[config.mk]
export PLATFORM = sky130hd
export DESIGN_NAME = mipc_path_ctrl
export DESIGN_NICKNAME = d
export VERILOG_FILES = /design/src/pkg/mipc_pkg.sv /design/src/mipc_path_ctrl.sv
export SDC_FILE = /design/constraint.sdc
export NUM_CORES = 1
export LEC_CHECK = 0
export BUFFER_PORTS_ARGS = -buffer_cell sky130_fd_sc_hd__buf_2
export CAP_MARGIN = 20
export CORE_MARGIN = 5
export CORE_UTILIZATION = 40
export DETAILED_ROUTE_END_ITERATION = 16
export GPL_ROUTABILITY_DRIVEN = 0
export GPL_TIMING_DRIVEN = 0
export PLACE_DENSITY = 0.66
export SLEW_MARGIN = 15
export SYNTH_ARGS = -nofsm -noshare
export SYNTH_HDL_FRONTEND = slang
export SYNTH_SLANG_ARGS = --single-unit
[constraint.sdc]
create_clock -name mclk_in -period 2.7 [get_ports mclk_in]
set_input_delay 0.135 -clock mclk_in [delete_from_list [all_inputs] [get_ports mclk_in]]
set_output_delay 0.135 -clock mclk_in [all_outputs]
set_load 0.01 [all_outputs]
[src/pkg/mipc_pkg.sv]
// constants for the input path control registers
// assumes a 7-bit address, 9-bit data register write port
package mipc_pkg;
    // ------------------------------------------------------------
    // widths
    // ------------------------------------------------------------
    localparam int ADDR_W = 7;
    localparam int REG_W = 9;
    localparam int CODE_W = 6;

    // ------------------------------------------------------------
    // register addresses
    // ------------------------------------------------------------
    localparam logic [6:0] ADDR_PWR_ONE = 7'h01;
    localparam logic [6:0] ADDR_PWR_TWO = 7'h02;
    localparam logic [6:0] ADDR_LVL_ONE = 7'h20;
    localparam logic [6:0] ADDR_ROUTE = 7'h2c;
    localparam logic [6:0] ADDR_GAIN = 7'h2d;

    // ------------------------------------------------------------
    // reset values
    // ------------------------------------------------------------
    localparam logic [8:0] RST_PWR_ONE = 9'h000;
    localparam logic [8:0] RST_PWR_TWO = 9'h000;
    localparam logic [8:0] RST_LVL_ONE = 9'h000;
    localparam logic [8:0] RST_ROUTE = 9'h002;
    localparam logic [8:0] RST_GAIN = 9'h050;
    localparam logic [5:0] RST_CODE = 6'h10;

    // ------------------------------------------------------------
    // field positions
    // ------------------------------------------------------------
    localparam int AUX_EN_BIT = 6;
    localparam int AMP_EN_BIT = 2;
    localparam int ALC_SEL_BIT = 8;
    localparam int AUX_MODE_BIT = 3;
    localparam int AUX_SEL_BIT = 2;
    localparam int NEG_SEL_BIT = 1;
    localparam int POS_SEL_BIT = 0;
    localparam int ZC_BIT = 7;
    localparam int MUTE_BIT = 6;
    localparam int CODE_MSB = 5;
    localparam int CODE_LSB = 0;
endpackage

[src/mipc_path_ctrl.sv]
// input path control registers: routing, gain amp, aux amp
// assumes a serial port decoder on mclk_in driving the write port,
// an asynchronous zero-cross comparator and an alc loop on mclk_in
//
// Behaviour
// routing bit 2 connects aux amp to negative terminal; reset 0
// routing bit 1 connects negative mic pin; reset 1
// routing bit 0 picks positive terminal: mid rail or mic pin
// power two bit 2 enables the gain amplifier; reset off
// 6-bit code, -12dB to 35.25dB in 0.75dB steps; reset 0dB
// one gain code shared by all negative and positive paths
// zero-cross bit set delays new gain to next zero crossing
// gain bit 6 mutes and isolates the amplifier; reset muted
// level control bit 8 hands gain to the alc loop
// software should not write gain code while alc owns it
// power one bit 6 powers the aux amplifier; reset off
// routing bit 3 picks aux buffer or mixer bypass mode
// reset loads defaults; a write updates all fields at once
`timescale 1ns/10ps

module mipc_path_ctrl (
    input wire logic mclk_in,
    input wire logic sys_rst_in,
    input wire logic ce_in,
    input wire logic reg_wr_in,
    input wire logic [6:0] reg_addr_in,
    input wire logic [8:0] reg_wdata_in,
    input wire logic zero_cross_in,
    input wire logic [5:0] alc_gain_code_in,
    output logic [8:0] reg_rdata_out,
    output logic aux_to_amp_select_out,
    output logic neg_mic_to_amp_select_out,
    output logic pos_terminal_source_select_out,
    output logic gain_amp_power_enable_out,
    output logic [5:0] gain_amp_code_out,
    output logic gain_amp_mute_out,
    output logic auto_level_select_out,
    output logic aux_amp_power_enable_out,
    output logic aux_amp_mode_select_out,
    output logic aux_resistor_bypass_switch_out,
    output logic gain_update_pending_out
);
    // ------------------------------------------------------------
    // state
    // ------------------------------------------------------------
    logic [8:0] pwr_one;
    logic [8:0] pwr_two;
    logic [8:0] lvl_one;
    logic [8:0] route;
    logic [8:0] gain;
    logic [5:0] applied_code;
    logic pending;
    logic [5:0] gain_out;
    logic [8:0] rdata;
    logic zc_meta;
    logic zc_s2;
    logic zc_s3;
    logic zc_lvl;
    logic [8:0] next_pwr_one;
    logic [8:0] next_pwr_two;
    logic [8:0] next_lvl_one;
    logic [8:0] next_route;
    logic [8:0] next_gain;
    logic [5:0] next_applied_code;
    logic next_pending;
    logic [5:0] next_gain_out;
    logic [8:0] next_rdata;
    logic next_zc_lvl;
    logic zc_event;
    logic wr_gain;

    // ------------------------------------------------------------
    // next values
    // ------------------------------------------------------------
    always_comb begin
        next_pwr_one = pwr_one;
        next_pwr_two = pwr_two;
        next_lvl_one = lvl_one;
        next_route = route;
        next_gain = gain;
        next_applied_code = applied_code;
        next_pending = pending;
        next_zc_lvl = zc_lvl;
        zc_event = 1'b0;
        wr_gain = reg_wr_in && (reg_addr_in == mipc_pkg::ADDR_GAIN);
        // whole-word writes
        if (reg_wr_in) begin
            case (reg_addr_in)
                mipc_pkg::ADDR_PWR_ONE: next_pwr_one = reg_wdata_in;
                mipc_pkg::ADDR_PWR_TWO: next_pwr_two = reg_wdata_in;
                mipc_pkg::ADDR_LVL_ONE: next_lvl_one = reg_wdata_in;
                mipc_pkg::ADDR_ROUTE: next_route = reg_wdata_in;
                mipc_pkg::ADDR_GAIN: next_gain = reg_wdata_in;
                default: next_route = route;
            endcase
        end
        // zero crossing once two synced samples agree
        if ((zc_s2 == zc_s3) && (zc_s3 != zc_lvl)) begin
            next_zc_lvl = zc_s3;
            zc_event = 1'b1;
        end
        if (zc_event && pending) begin
            next_applied_code = gain[mipc_pkg::CODE_MSB:mipc_pkg::CODE_LSB];
            next_pending = 1'b0;
        end
        // a new write wins over a crossing in the same cycle
        if (wr_gain) begin
            if (reg_wdata_in[mipc_pkg::ZC_BIT]) begin
                next_pending = 1'b1;
                next_applied_code = applied_code;
            end else begin
                next_pending = 1'b0;
                next_applied_code =
                    reg_wdata_in[mipc_pkg::CODE_MSB:mipc_pkg::CODE_LSB];
            end
        end
        // shared gain, from alc loop or software
        if (next_lvl_one[mipc_pkg::ALC_SEL_BIT]) begin
            next_gain_out = alc_gain_code_in;
        end else begin
            next_gain_out = next_applied_code;
        end
        case (reg_addr_in)
            mipc_pkg::ADDR_PWR_ONE: next_rdata = pwr_one;
            mipc_pkg::ADDR_PWR_TWO: next_rdata = pwr_two;
            mipc_pkg::ADDR_LVL_ONE: next_rdata = lvl_one;
            mipc_pkg::ADDR_ROUTE: next_rdata = route;
            mipc_pkg::ADDR_GAIN: next_rdata = gain;
            default: next_rdata = 9'h000;
        endcase
    end

    // ------------------------------------------------------------
    // registers
    // ------------------------------------------------------------
    always_ff @(posedge mclk_in or posedge sys_rst_in) begin
        if (sys_rst_in) begin
            pwr_one <= mipc_pkg::RST_PWR_ONE;
            pwr_two <= mipc_pkg::RST_PWR_TWO;
            lvl_one <= mipc_pkg::RST_LVL_ONE;
            route <= mipc_pkg::RST_ROUTE;
            gain <= mipc_pkg::RST_GAIN;
            applied_code <= mipc_pkg::RST_CODE;
            pending <= 1'b0;
            gain_out <= mipc_pkg::RST_CODE;
            rdata <= 9'h000;
            zc_meta <= 1'b0;
            zc_s2 <= 1'b0;
            zc_s3 <= 1'b0;
            zc_lvl <= 1'b0;
        end else if (ce_in) begin
            pwr_one <= next_pwr_one;
            pwr_two <= next_pwr_two;
            lvl_one <= next_lvl_one;
            route <= next_route;
            gain <= next_gain;
            applied_code <= next_applied_code;
            pending <= next_pending;
            gain_out <= next_gain_out;
            rdata <= next_rdata;
            zc_meta <= zero_cross_in;
            zc_s2 <= zc_meta;
            zc_s3 <= zc_s2;
            zc_lvl <= next_zc_lvl;
        end
    end

    // ------------------------------------------------------------
    // outputs
    // ------------------------------------------------------------
    assign reg_rdata_out = rdata;
    assign aux_to_amp_select_out = route[mipc_pkg::AUX_SEL_BIT];
    assign neg_mic_to_amp_select_out = route[mipc_pkg::NEG_SEL_BIT];
    assign pos_terminal_source_select_out =
        route[mipc_pkg::POS_SEL_BIT];
    assign gain_amp_power_enable_out = pwr_two[mipc_pkg::AMP_EN_BIT];
    assign gain_amp_code_out = gain_out;
    assign gain_amp_mute_out = gain[mipc_pkg::MUTE_BIT];
    assign auto_level_select_out = lvl_one[mipc_pkg::ALC_SEL_BIT];
    assign aux_amp_power_enable_out = pwr_one[mipc_pkg::AUX_EN_BIT];
    assign aux_amp_mode_select_out = route[mipc_pkg::AUX_MODE_BIT];
    assign aux_resistor_bypass_switch_out =
        route[mipc_pkg::AUX_MODE_BIT];
    assign gain_update_pending_out = pending;

    // ------------------------------------------------------------
    // checks
    // ------------------------------------------------------------
    a_route_aux_sel: assert property (
        @(posedge mclk_in) disable iff (sys_rst_in)
        (ce_in && reg_wr_in && reg_addr_in == mipc_pkg::ADDR_ROUTE)
        |=> aux_to_amp_select_out
            == $past(reg_wdata_in[mipc_pkg::AUX_SEL_BIT]))
        else $error("aux select not taken from routing write");

    a_route_neg_sel: assert property (
        @(posedge mclk_in) disable iff (sys_rst_in)
        (ce_in && reg_wr_in && reg_addr_in == mipc_pkg::ADDR_ROUTE)
        |=> neg_mic_to_amp_select_out
            == $past(reg_wdata_in[mipc_pkg::NEG_SEL_BIT]))
        else $error("negative mic select not taken from write");

    a_route_pos_sel: assert property (
        @(posedge mclk_in) disable iff (sys_rst_in)
        (ce_in && reg_wr_in && reg_addr_in == mipc_pkg::ADDR_ROUTE)
        |=> pos_terminal_source_select_out
            == $past(reg_wdata_in[mipc_pkg::POS_SEL_BIT]))
        else $error("positive source select not taken from write");

    a_amp_power_on: assert property (
        @(posedge mclk_in) disable iff (sys_rst_in)
        (ce_in && reg_wr_in && reg_addr_in == mipc_pkg::ADDR_PWR_TWO)
        |=> gain_amp_power_enable_out
            == $past(reg_wdata_in[mipc_pkg::AMP_EN_BIT]))
        else $error("gain amp enable not taken from write");

    a_gain_direct_apply: assert property (
        @(posedge mclk_in) disable iff (sys_rst_in)
        (ce_in && reg_wr_in && reg_addr_in == mipc_pkg::ADDR_GAIN
            && !reg_wdata_in[mipc_pkg::ZC_BIT]
            && !next_lvl_one[mipc_pkg::ALC_SEL_BIT])
        |=> gain_amp_code_out
            == $past(reg_wdata_in[mipc_pkg::CODE_MSB:mipc_pkg::CODE_LSB]))
        else $error("gain code not applied at once");

    a_gain_zc_hold: assert property (
        @(posedge mclk_in) disable iff (sys_rst_in)
        (ce_in && pending && !zc_event && !wr_gain)
        |=> applied_code == $past(applied_code) && pending)
        else $error("gain changed before zero crossing");

    a_mute_follows: assert property (
        @(posedge mclk_in) disable iff (sys_rst_in)
        (ce_in && wr_gain)
        |=> gain_amp_mute_out == $past(reg_wdata_in[mipc_pkg::MUTE_BIT]))
        else $error("mute not taken from gain write");

    a_alc_owns_gain: assert property (
        @(posedge mclk_in) disable iff (sys_rst_in)
        (ce_in && next_lvl_one[mipc_pkg::ALC_SEL_BIT])
        |=> gain_amp_code_out == $past(alc_gain_code_in))
        else $error("alc gain not passed while alc selected");

    a_aux_power_on: assert property (
        @(posedge mclk_in) disable iff (sys_rst_in)
        (ce_in && reg_wr_in && reg_addr_in == mipc_pkg::ADDR_PWR_ONE)
        |=> aux_amp_power_enable_out
            == $past(reg_wdata_in[mipc_pkg::AUX_EN_BIT]))
        else $error("aux enable not taken from write");

    a_aux_mode_sw: assert property (
        @(posedge mclk_in) disable iff (sys_rst_in)
        aux_resistor_bypass_switch_out == aux_amp_mode_select_out)
        else $error("aux bypass switch disagrees with mode");

    a_aux_mode_taken: assert property (
        @(posedge mclk_in) disable iff (sys_rst_in)
        (ce_in && reg_wr_in && reg_addr_in == mipc_pkg::ADDR_ROUTE)
        |=> aux_amp_mode_select_out
            == $past(reg_wdata_in[mipc_pkg::AUX_MODE_BIT]))
        else $error("aux mode not taken from routing write");

    a_aux_bypass_taken: assert property (
        @(posedge mclk_in) disable iff (sys_rst_in)
        (ce_in && reg_wr_in && reg_addr_in == mipc_pkg::ADDR_ROUTE)
        |=> aux_resistor_bypass_switch_out
            == $past(reg_wdata_in[mipc_pkg::AUX_MODE_BIT]))
        else $error("aux bypass switch not taken from write");

    a_freeze_hold: assert property (
        @(posedge mclk_in) disable iff (sys_rst_in)
        !ce_in |=> $stable(route) && $stable(gain) && $stable(pending)
            && $stable(gain_amp_code_out))
        else $error("state moved while clock enable low");

    a_write_whole_word: assert property (
        @(posedge mclk_in) disable iff (sys_rst_in)
        (ce_in && wr_gain) |=> gain == $past(reg_wdata_in))
        else $error("gain register not written as a whole");

    a_reset_defaults: assert property (
        @(posedge mclk_in)
        (sys_rst_in && $past(sys_rst_in))
        |-> neg_mic_to_amp_select_out && gain_amp_mute_out
            && !aux_to_amp_select_out && !pos_terminal_source_select_out
            && !gain_amp_power_enable_out && !aux_amp_power_enable_out
            && gain_amp_code_out == mipc_pkg::RST_CODE
            && !gain_update_pending_out)
        else $error("outputs not at defaults during reset");

    a_gain_zc_apply: assert property (
        @(posedge mclk_in) disable iff (sys_rst_in)
        (ce_in && pending && zc_event && !wr_gain)
        |=> !pending && applied_code
            == $past(gain[mipc_pkg::CODE_MSB:mipc_pkg::CODE_LSB]))
        else $error("pending gain not applied at zero crossing");

    a_gain_zc_arm: assert property (
        @(posedge mclk_in) disable iff (sys_rst_in)
        (ce_in && wr_gain && reg_wdata_in[mipc_pkg::ZC_BIT])
        |=> pending && applied_code == $past(applied_code))
        else $error("zero-cross write applied gain early");

    a_sw_gain_source: assert property (
        @(posedge mclk_in) disable iff (sys_rst_in)
        (ce_in && !next_lvl_one[mipc_pkg::ALC_SEL_BIT])
        |=> gain_amp_code_out == applied_code)
        else $error("software gain not on the shared output");

    a_alc_sel_taken: assert property (
        @(posedge mclk_in) disable iff (sys_rst_in)
        (ce_in && reg_wr_in && reg_addr_in == mipc_pkg::ADDR_LVL_ONE)
        |=> auto_level_select_out
            == $past(reg_wdata_in[mipc_pkg::ALC_SEL_BIT]))
        else $error("alc select not taken from write");

    a_readback_gain: assert property (
        @(posedge mclk_in) disable iff (sys_rst_in)
        (ce_in && reg_addr_in == mipc_pkg::ADDR_GAIN)
        |=> reg_rdata_out == $past(gain))
        else $error("gain register readback wrong");
endmodule

# Word-level counts from Yosys, hierarchy flattened
# Cells that the tools add are included.
# Widths: inputs -> output; s select.
classes:
  n_eq_ne: 7
  mux: 11
  reduce_logical: 11
op_table:
  columns: ["cell", "n"]
  rows:
  - ["$pmux 9 s5", 1]
  - ["$mux 6", 4]
  - ["$eq 7x6->1 const B", 3]
  - ["$mux 9", 2]
  - ["$reduce_and 3->1", 5]
  - ["$eq 7x1->1 const B", 1]
  - ["$eq 7x2->1 const B", 1]
  - ["$mux 1", 4]
  - ["$reduce_and 2->1", 2]
  - ["$logic_and 1x1->1", 3]
  - ["$reduce_bool 2->1", 1]
  - ["$eq 1x1->1", 1]
  - ["$ne 1x1->1", 1]
word_totals:
  regBits: 71
  in_bits: 27
  out_inout_bits: 25
  word_cells: 43

# Logic depth before layout (Yosys ltp)
# Gate-level depths: netlist (run 1).
depth:
  ltp_word: 7
  ltp_mapped: 7

# Least setup slack after synthesis (run 1)
# Ideal clock, no wire load.
synth_timing:
  path_type: "register to register"
  startpoint: "register zc_s2"
  endpoint: "register gain_out[1] (netlist: gain_amp_code_out[1])"
  setup_time_ns: 0.141
  arrival_time_ns: 1.450
  path_slack_ns: 1.108
  stages_incl_launch_ff: 6
  n_path_buf: 0
  period_less_slack_ns: 1.592
  cell_sequence: "dfrtp_1 > nor4bb_1 > nor2_1 > or3_1 > o2111ai_1 > a31oi_1"
synth_via:
  elab_chain_cells: 7
synth_rtl:
  columns: ["item", "line", "rtl"]
  rows:
  - ["start: declaration", "mipc_path_ctrl.sv:56", "logic zc_s2;"]
  - ["start signal: assignment", "mipc_path_ctrl.sv:162", "zc_s2 <= zc_meta;"]
  - ["$eq 1x1->1", "mipc_path_ctrl.sv:98", "if ((zc_s2 == zc_s3) && (zc_s3 != zc_lvl)) begin"]
  - ["$logic_and 1x1->1", "mipc_path_ctrl.sv:98", null]
  - ["$mux 1", "mipc_path_ctrl.sv:98", null]
  - ["$logic_and 1x1->1", "mipc_path_ctrl.sv:102", "if (zc_event && pending) begin"]
  - ["$mux 6", "mipc_path_ctrl.sv:102", null]
  - ["$mux 6", "mipc_path_ctrl.sv:107", "if (wr_gain) begin"]
  - ["$mux 6", "mipc_path_ctrl.sv:118", "if (next_lvl_one[mipc_pkg::ALC_SEL_BIT]) begin"]
  - ["end signal: assignment", "mipc_path_ctrl.sv:145", "gain_out <= mipc_pkg::RST_CODE;"]
  - ["end signal: assignment", "mipc_path_ctrl.sv:159", "gain_out <= next_gain_out;"]
  - ["end: declaration", "mipc_path_ctrl.sv:53", "logic [5:0] gain_out;"]
# No other way between the ends.
# A chain may end at the register's enable or synchronous reset.

# Worst setup path in the final report (run 1)
# Ends and elaborated chain as after synthesis.

==> flow_summary.json, run 1 <==
{
  "status": "complete, no violations",
  "die-area_um2": 10400,
  "sequentialPowerShare_pct": 51.3,
  "antenna_found_initial": 0,
  "port_buffers": 49,
  "finalWorstSetupSlack_ps": 756,
  "core_um2": 8260,
  "synth_enable_flop_cells": 0,
  "fin_worst_skew_ps": 10.2,
  "clkLatencyLatePin_ps": 360,
  "numCtsBuffers": 9,
  "clkTransAtPathRegs_ps": 80,
  "n_antenna_cell": 0,
  "h-tree-depth": 3,
  "ant_nets": 0,
  "place_hpwl_um": 6060,
  "fin_setup_tns_ps": 0,
  "drtIter0Drc": 141,
  "ioPinCount": 52,
  "synth-seq-cells": 71,
  "avgSynthCellArea_um2": 11.1,
  "grt_use_met2_pct": 27.7,
  "cts.sinks": 71,
  "power_mw": 2.54,
  "rsz0062_at_grt": "false",
  "fin_nets": 396,
  "end_kind": "flop",
  "powerDensity_nw_per_um2": 633,
  "syn_nets": 332,
  "crit_buf_inv": 0,
  "synth_top_flop_cell": "dfrtp_1",
  "finalSetupViolCount": 0,
  "worst_slew_pin_slew_ps": 865,
  "die_h_um": 102,
  "wl_per_cell_um": 17.5,
  "holdPathEnd": "gain_amp_code_out[3]$_DFFE_PP0P_",
  "grtUsageMet1_pct": 24.2,
  "drtPass1Iterations": 4,
  "cts-root-buf": "clkbuf_8",
  "hold_viol": 0,
  "slew_headroom_pct": 42.0,
  "start_util_pct": 41.2,
  "hold_class": "input pin to flop",
  "die_x_um": 102,
  "worstHoldStart": "alc_gain_code_in[3]",
  "mostFrequentLayoutCell": "dfrtp_1",
  "grtUsageMet3_pct": 4.30,
  "cp_slowest_cell": "nor4bb_1",
  "ctsResizeCount": 0,
  "area_growth_syn_to_layout_pct": 17.8,
  "regToRegStartpoint": "zc_s2$_DFFE_PP0P_",
  "grt_use_total_pct": 17.7,
  "synth_cell_types": 39,
  "fmax_mhz": 515,
  "final.period_utilization_pct": 72.0,
  "path_cells": "nor4bb_1 > nor2_1 > mux2i_1 > o2111ai_1 > a31oi_1",
  "viasPerCell": 5.51,
  "via_count": 2637,
  "slowest_delay_ps": 480,
  "worstSetupPathType": "flop to flop",
  "final_layout_size_suffix_gt1_share_pct": 35.3,
  "vdd_ir_drop_max_mv": 0.290,
  "worstPathMaxFanout": 8,
  "slew_violations": 0,
  "yosysWarnings": 0,
  "critPathLaunchType": "flop",
  "ys_seq_area_share_pct": 52.5,
  "swShare_pct": 30.8,
  "p_comb_share_pct": 17.7,
  "power_leakage_nw": 1.87,
  "r2r-end": "gain_amp_code_out[1]$_DFFE_PP0P_",
  "yosysTopAreaCellShare_pct": 48.6,
  "worst-r2r-setup-slack_ps": 760,
  "syn-instance-count": 305,
  "drc_errors": 0,
  "pre_cts_ws_ps": 657,
  "fp-row-count": 33,
  "syn_area_um2": 3400,
  "grt_pass1_vias": 2734,
  "yosys.area.top_type": "dfrtp_1",
  "fillCellCount": 795,
  "final_cell_mix": "dfrtp_1, mux2_2, buf_2",
  "async_flop_share_pct": 100,
  "busiest_layer": "met2",
  "grt_pass1_wl_um": 14200,
  "whs_path_depth": 3,
  "p_int_mw": 1.75,
  "routed_wl_um": 8410,
  "grt_overflow_total": 0,
  "maxCapViolations": 0,
  "arrival_ps": 2220,
  "grt_max_degree": 42,
  "yosys-top-cells-area": "dfrtp_1, mux2_2, dfstp_2, nand2_1, nor2_1",
  "fin_crit_ps": 1940,
  "pwr-share-clk_pct": 31.0,
  "cts_tree": "yes",
  "ff2ff_path_depth": 5,
  "cp_data_required_time_ps": 2980,
  "clk_path_buf_depth": 2,
  "switching_power_uw": 782,
  "crit_family": "simple AND/OR/NAND/NOR gates"
}
-- timing repair --
| action | in CTS | in global routing |
|---|---|---|
| hold buffers | 3 | 0 |
| setup buffers | 0 | 0 |
| endpoints found under the hold margin | 29 | 0 |
-- through the flow --
| stage | std cells | utilization [%] | instance area (um2) | hold WS, ps |
|---|---|---|---|---|
| finish | 479 | 48.5 | 4000 | 25.9 |
| floorplan | 305 | - | 3400 | 251 |
| global placement | 459 | 45.7 | 3770 | 363 |
| global route | 479 | 48.5 | 4000 | 27.3 |
| CTS | 479 | 48.5 | 4000 | 14.0 |
| detailed placement | 460 | 46.0 | 3800 | 167 |
-- registers in the layout, indices dropped and copies added (netlist names) --
register,cells
gain,9
lvl_one,9
pwr_one,9
pwr_two,9
reg_rdata_out,9
route,9
applied_code,6
gain_amp_code_out,6
gain_update_pending_out,1
zc_lvl,1
zc_meta,1
zc_s2,1
zc_s3,1
-- worst min-delay path: stages --
cell and delay (ps):
buf_2 100, nand2_1 50, a31oi_1 70
-- synth_stat cells, types with 2 or more instances --
cell        n
a2111oi_0   2
a21oi_1    18
a22oi_1     9
a31oi_1     8
and2_1      3
and3_1      4
buf_4       2
clkbuf_1   10
dfrtp_1    66
dfstp_2     5
inv_1       6
mux2_2     51
mux2i_1     5
nand2_1    32
nand3_1     4
nand3_2     2
nand4_1     7
nor2_1     27
nor2b_1     4
nor3_1      2
o2111ai_1   4
o21ai_0     7
o22a_1      5
o22ai_1     4
or3_1       4
-- cell families after synthesis --
logic type / synth area share (%)
DFF: 52.5
AOI/OAI and AO/OA: 10.9
muxes: 18.8
and+or+nand+nor: 15.4
buffers and inverters: 2.47
-- how the worst max path moves through the flow --
stage / startpoint / endpoint / slack (ps) / cells after the start
2_1_floorplan: sys_rst_in / applied_code[0]$_DFFE_PP0P_ / 780 / 1
3_3_place_gp: sys_rst_in / lvl_one[8]$_DFFE_PP0P_ / -90 / 2
3_5_place_dp: reg_addr_in[1] / route[0]$_DFFE_PP0P_ / 660 / 5
4_1_cts: zc_s2$_DFFE_PP0P_ / gain_amp_code_out[1]$_DFFE_PP0P_ / 760 / 5
5_1_grt: zc_s2$_DFFE_PP0P_ / gain_amp_code_out[1]$_DFFE_PP0P_ / 620 / 5
6_report: zc_s2$_DFFE_PP0P_ / gain_amp_code_out[1]$_DFFE_PP0P_ / 760 / 5
-- power groups by stage --
stage                     Clock, mW  Combinational [mW]  Sequential (mW)
after floorplan                   0               0.265             1.33
after CTS                     0.803               0.454             1.30
after global placement            0               0.432             1.31
final                         0.786               0.449             1.30
after detailed placement          0               0.451             1.32
after global routing          0.846               0.512             1.32
-- routing by layer --
metal	routed length, um	up-vias
met5	0	-
met3	629	13
met4	153	0
met1	3730	1298
met2	3890	84
li1	-	1242
-- layout make-up --
cell class	instances	area [um2]	share of cell area [%]
Timing Repair Buffer	53	295	7.37
Multi-Input combinational cell	214	1530	38.3
Clock inverter	7	52.6	1.31
Buffer	14	61.3	1.53
Tap cell	105	131	3.28
Clock buffer	9	124	3.09
Sequential cell	71	1780	44.5
Inverter	6	25.0	0.625
(Power assumes the default switching activity.)
==> inputs of run 2 (changes only) <==
- PLACE_DENSITY: 0.66 -> 0.68
- clock period: 2.7 -> 1.7 ns (I/O delays scaled with it)
==> run 2 against run 1 <==
  * The flow now finishes with violations (negative setup slack)
  * Sequential share of layout area is 2.4 points lower
  * Largest power group unchanged
  * Cell area is 5.9% higher
  * Sequential cell count stayed put
  * Register-to-register slack worse by 780 ps
  * Die area stayed put
  * Worst hold slack better by 10 ps
  * Critical path depth stayed put
  * Maximum frequency is 13% higher
==> flow_summary.json, run 2 (same netlist as run 1, synthesis figures left out) <==
{
  "grt_pass1_vias": 2663,
  "final_cell_mix": "dfrtp_1, mux2_2, buf_2",
  "finish.utilization_pct": 51.3,
  "fin_setup_tns_ps": -44.3,
  "fin_worst_skew_ps": 8.46,
  "numCtsBuffers": 9,
  "critPathLaunchType": "flop",
  "hold_viol": 0,
  "die_h_um": 102,
  "clk_path_buf_depth": 2,
  "cts.sinks": 71,
  "ioPinCount": 52,
  "worstHoldStart": "reg_wdata_in[6]",
  "routed_wl_um": 8420,
  "n_antenna_cell": 0,
  "worstSetupPathType": "flop to flop",
  "final.period_utilization_pct": 101,
  "slowest_delay_ps": 450,
  "ant_nets": 0,
  "drtPass1Iterations": 4,
  "fmax_mhz": 580,
  "slew_headroom_pct": 47.2,
  "whs_path_depth": 2,
  "final_layout_size_suffix_gt1_share_pct": 39.2,
  "worst_slew_pin_slew_ps": 788,
  "maxCapViolations": 0,
  "mostFrequentLayoutCell": "dfrtp_1",
  "violations": "negative setup slack",
  "fin_nets": 407,
  "cp_slowest_cell": "dfrtp_2",
  "grt_use_total_pct": 17.4,
  "cts_tree": "yes",
  "cp_data_required_time_ps": 1910,
  "wl_per_cell_um": 17.2,
  "setup.worst_path.start": "zc_s3$_DFFE_PP0P_",
  "finalSetupViolCount": 3,
  "antenna_found_initial": 0,
  "viasPerCell": 5.42,
  "h-tree-depth": 3,
  "area_growth_syn_to_layout_pct": 24.8,
  "die-area_um2": 10400,
  "grt_max_degree": 35,
  "start_util_pct": 41.2,
  "via_count": 2655,
  "arrival_ps": 1930,
  "clkLatencyLatePin_ps": 350,
  "place_hpwl_um": 5930,
  "hold_class": "input pin to flop",
  "regArea_um2": 1790,
  "grt_pass1_wl_um": 13900,
  "clkTransAtPathRegs_ps": 80,
  "fp-row-count": 33,
  "core_um2": 8260,
  "die_x_um": 102,
  "ff2ff_path_depth": 5,
  "slew_violations": 0,
  "grt_overflow_total": 0,
  "port_buffers": 49,
  "finalWorstSetupSlack_ps": -25.0,
  "fillCellCount": 759,
  "rsz0062_at_grt": "true",
  "path_cells": "nor4bb_4 > nor2_4 > or3_4 > o2111ai_2 > a31oi_1",
  "status": "complete, but fails checks",
  "power_mw": 4.36,
  "vdd_ir_drop_max_mv": 0.520,
  "power_leakage_nw": 1.96,
  "worstPathMaxFanout": 6,
  "cts-root-buf": "clkbuf_8",
  "drtIter0Drc": 112,
  "regToRegStartpoint": "zc_s3$_DFFE_PP0P_",
  "fin_crit_ps": 1730,
  "drc_errors": 0,
  "end_kind": "flop",
  "multi_input_area_um2": 1610,
  "powerDensity_nw_per_um2": 1030
}
## run 2: final cells by class
cell class / count / area share (%)
Clock buffer: 9 / 2.92
Clock inverter: 7 / 2.07
Sequential cell: 71 / 42.1
Inverter: 6 / 0.620
Timing Repair Buffer: 64 / 9.80
Buffer: 14 / 1.45
Multi-Input combinational cell: 214 / 37.9
Tap cell: 105 / 3.10
## run 2: routing by layer
layer  vias to the layer above  wire (um)  global-route usage, %
met5                         -          0                      0
met4                         0         98                   5.85
met3                         8        419                   3.28
met2                        70       4010                   27.4
met1                      1310       3890                   24.4
li1                       1267          -                      -
## run 2: report_power, final
part	internal (mW)	leakage (nW)	switching [mW]	total (mW)
sequential	1.92	0.922	0.157	2.07
combinational	0.416	0.929	0.412	0.828
clock	0.815	0.109	0.648	1.46
## run 2: timing repair
item / 4_1_cts / 5_1_grt
hold buffers: 8 / 0
gates resized for setup: 5 / 15
buffers inserted: 2 / 3
endpoints found under the hold margin: 42 / 0
setup endpoints to repair: 9 / 20
pin swaps: 1 / 11
## run 2: critical path: cells and delay by family, from the launching register on
kind            cells  cell delay, ps
compound gates      2             210
flops               1             450
simple gates        3             920
## run 2: path summary, 6_finish.rpt
check                      slack (ps)                               end
min in group asynchronous         250            pwr_two[6]$_DFFE_PP0P_
max                               -30  gain_amp_code_out[3]$_DFFE_PP0P_
max in group asynchronous         720       applied_code[4]$_DFFE_PP1P_
max reg2reg                       -30  gain_amp_code_out[3]$_DFFE_PP0P_
min                                40            pwr_one[6]$_DFFE_PP0P_
min reg2reg                       490  gain_amp_code_out[4]$_DFFE_PP1P_
## run 2: stage by stage
stage               hold slack (ps)  area (um2)  instances  setup slack [ps]
floorplan                       201        3400        305               108
global placement                314        3780        459              -333
detailed placement             73.8        3820        461              -327
CTS                            22.1        4150        487              9.80
global route                   27.7        4240        490             -94.3
finish                         36.2        4240        490             -25.0
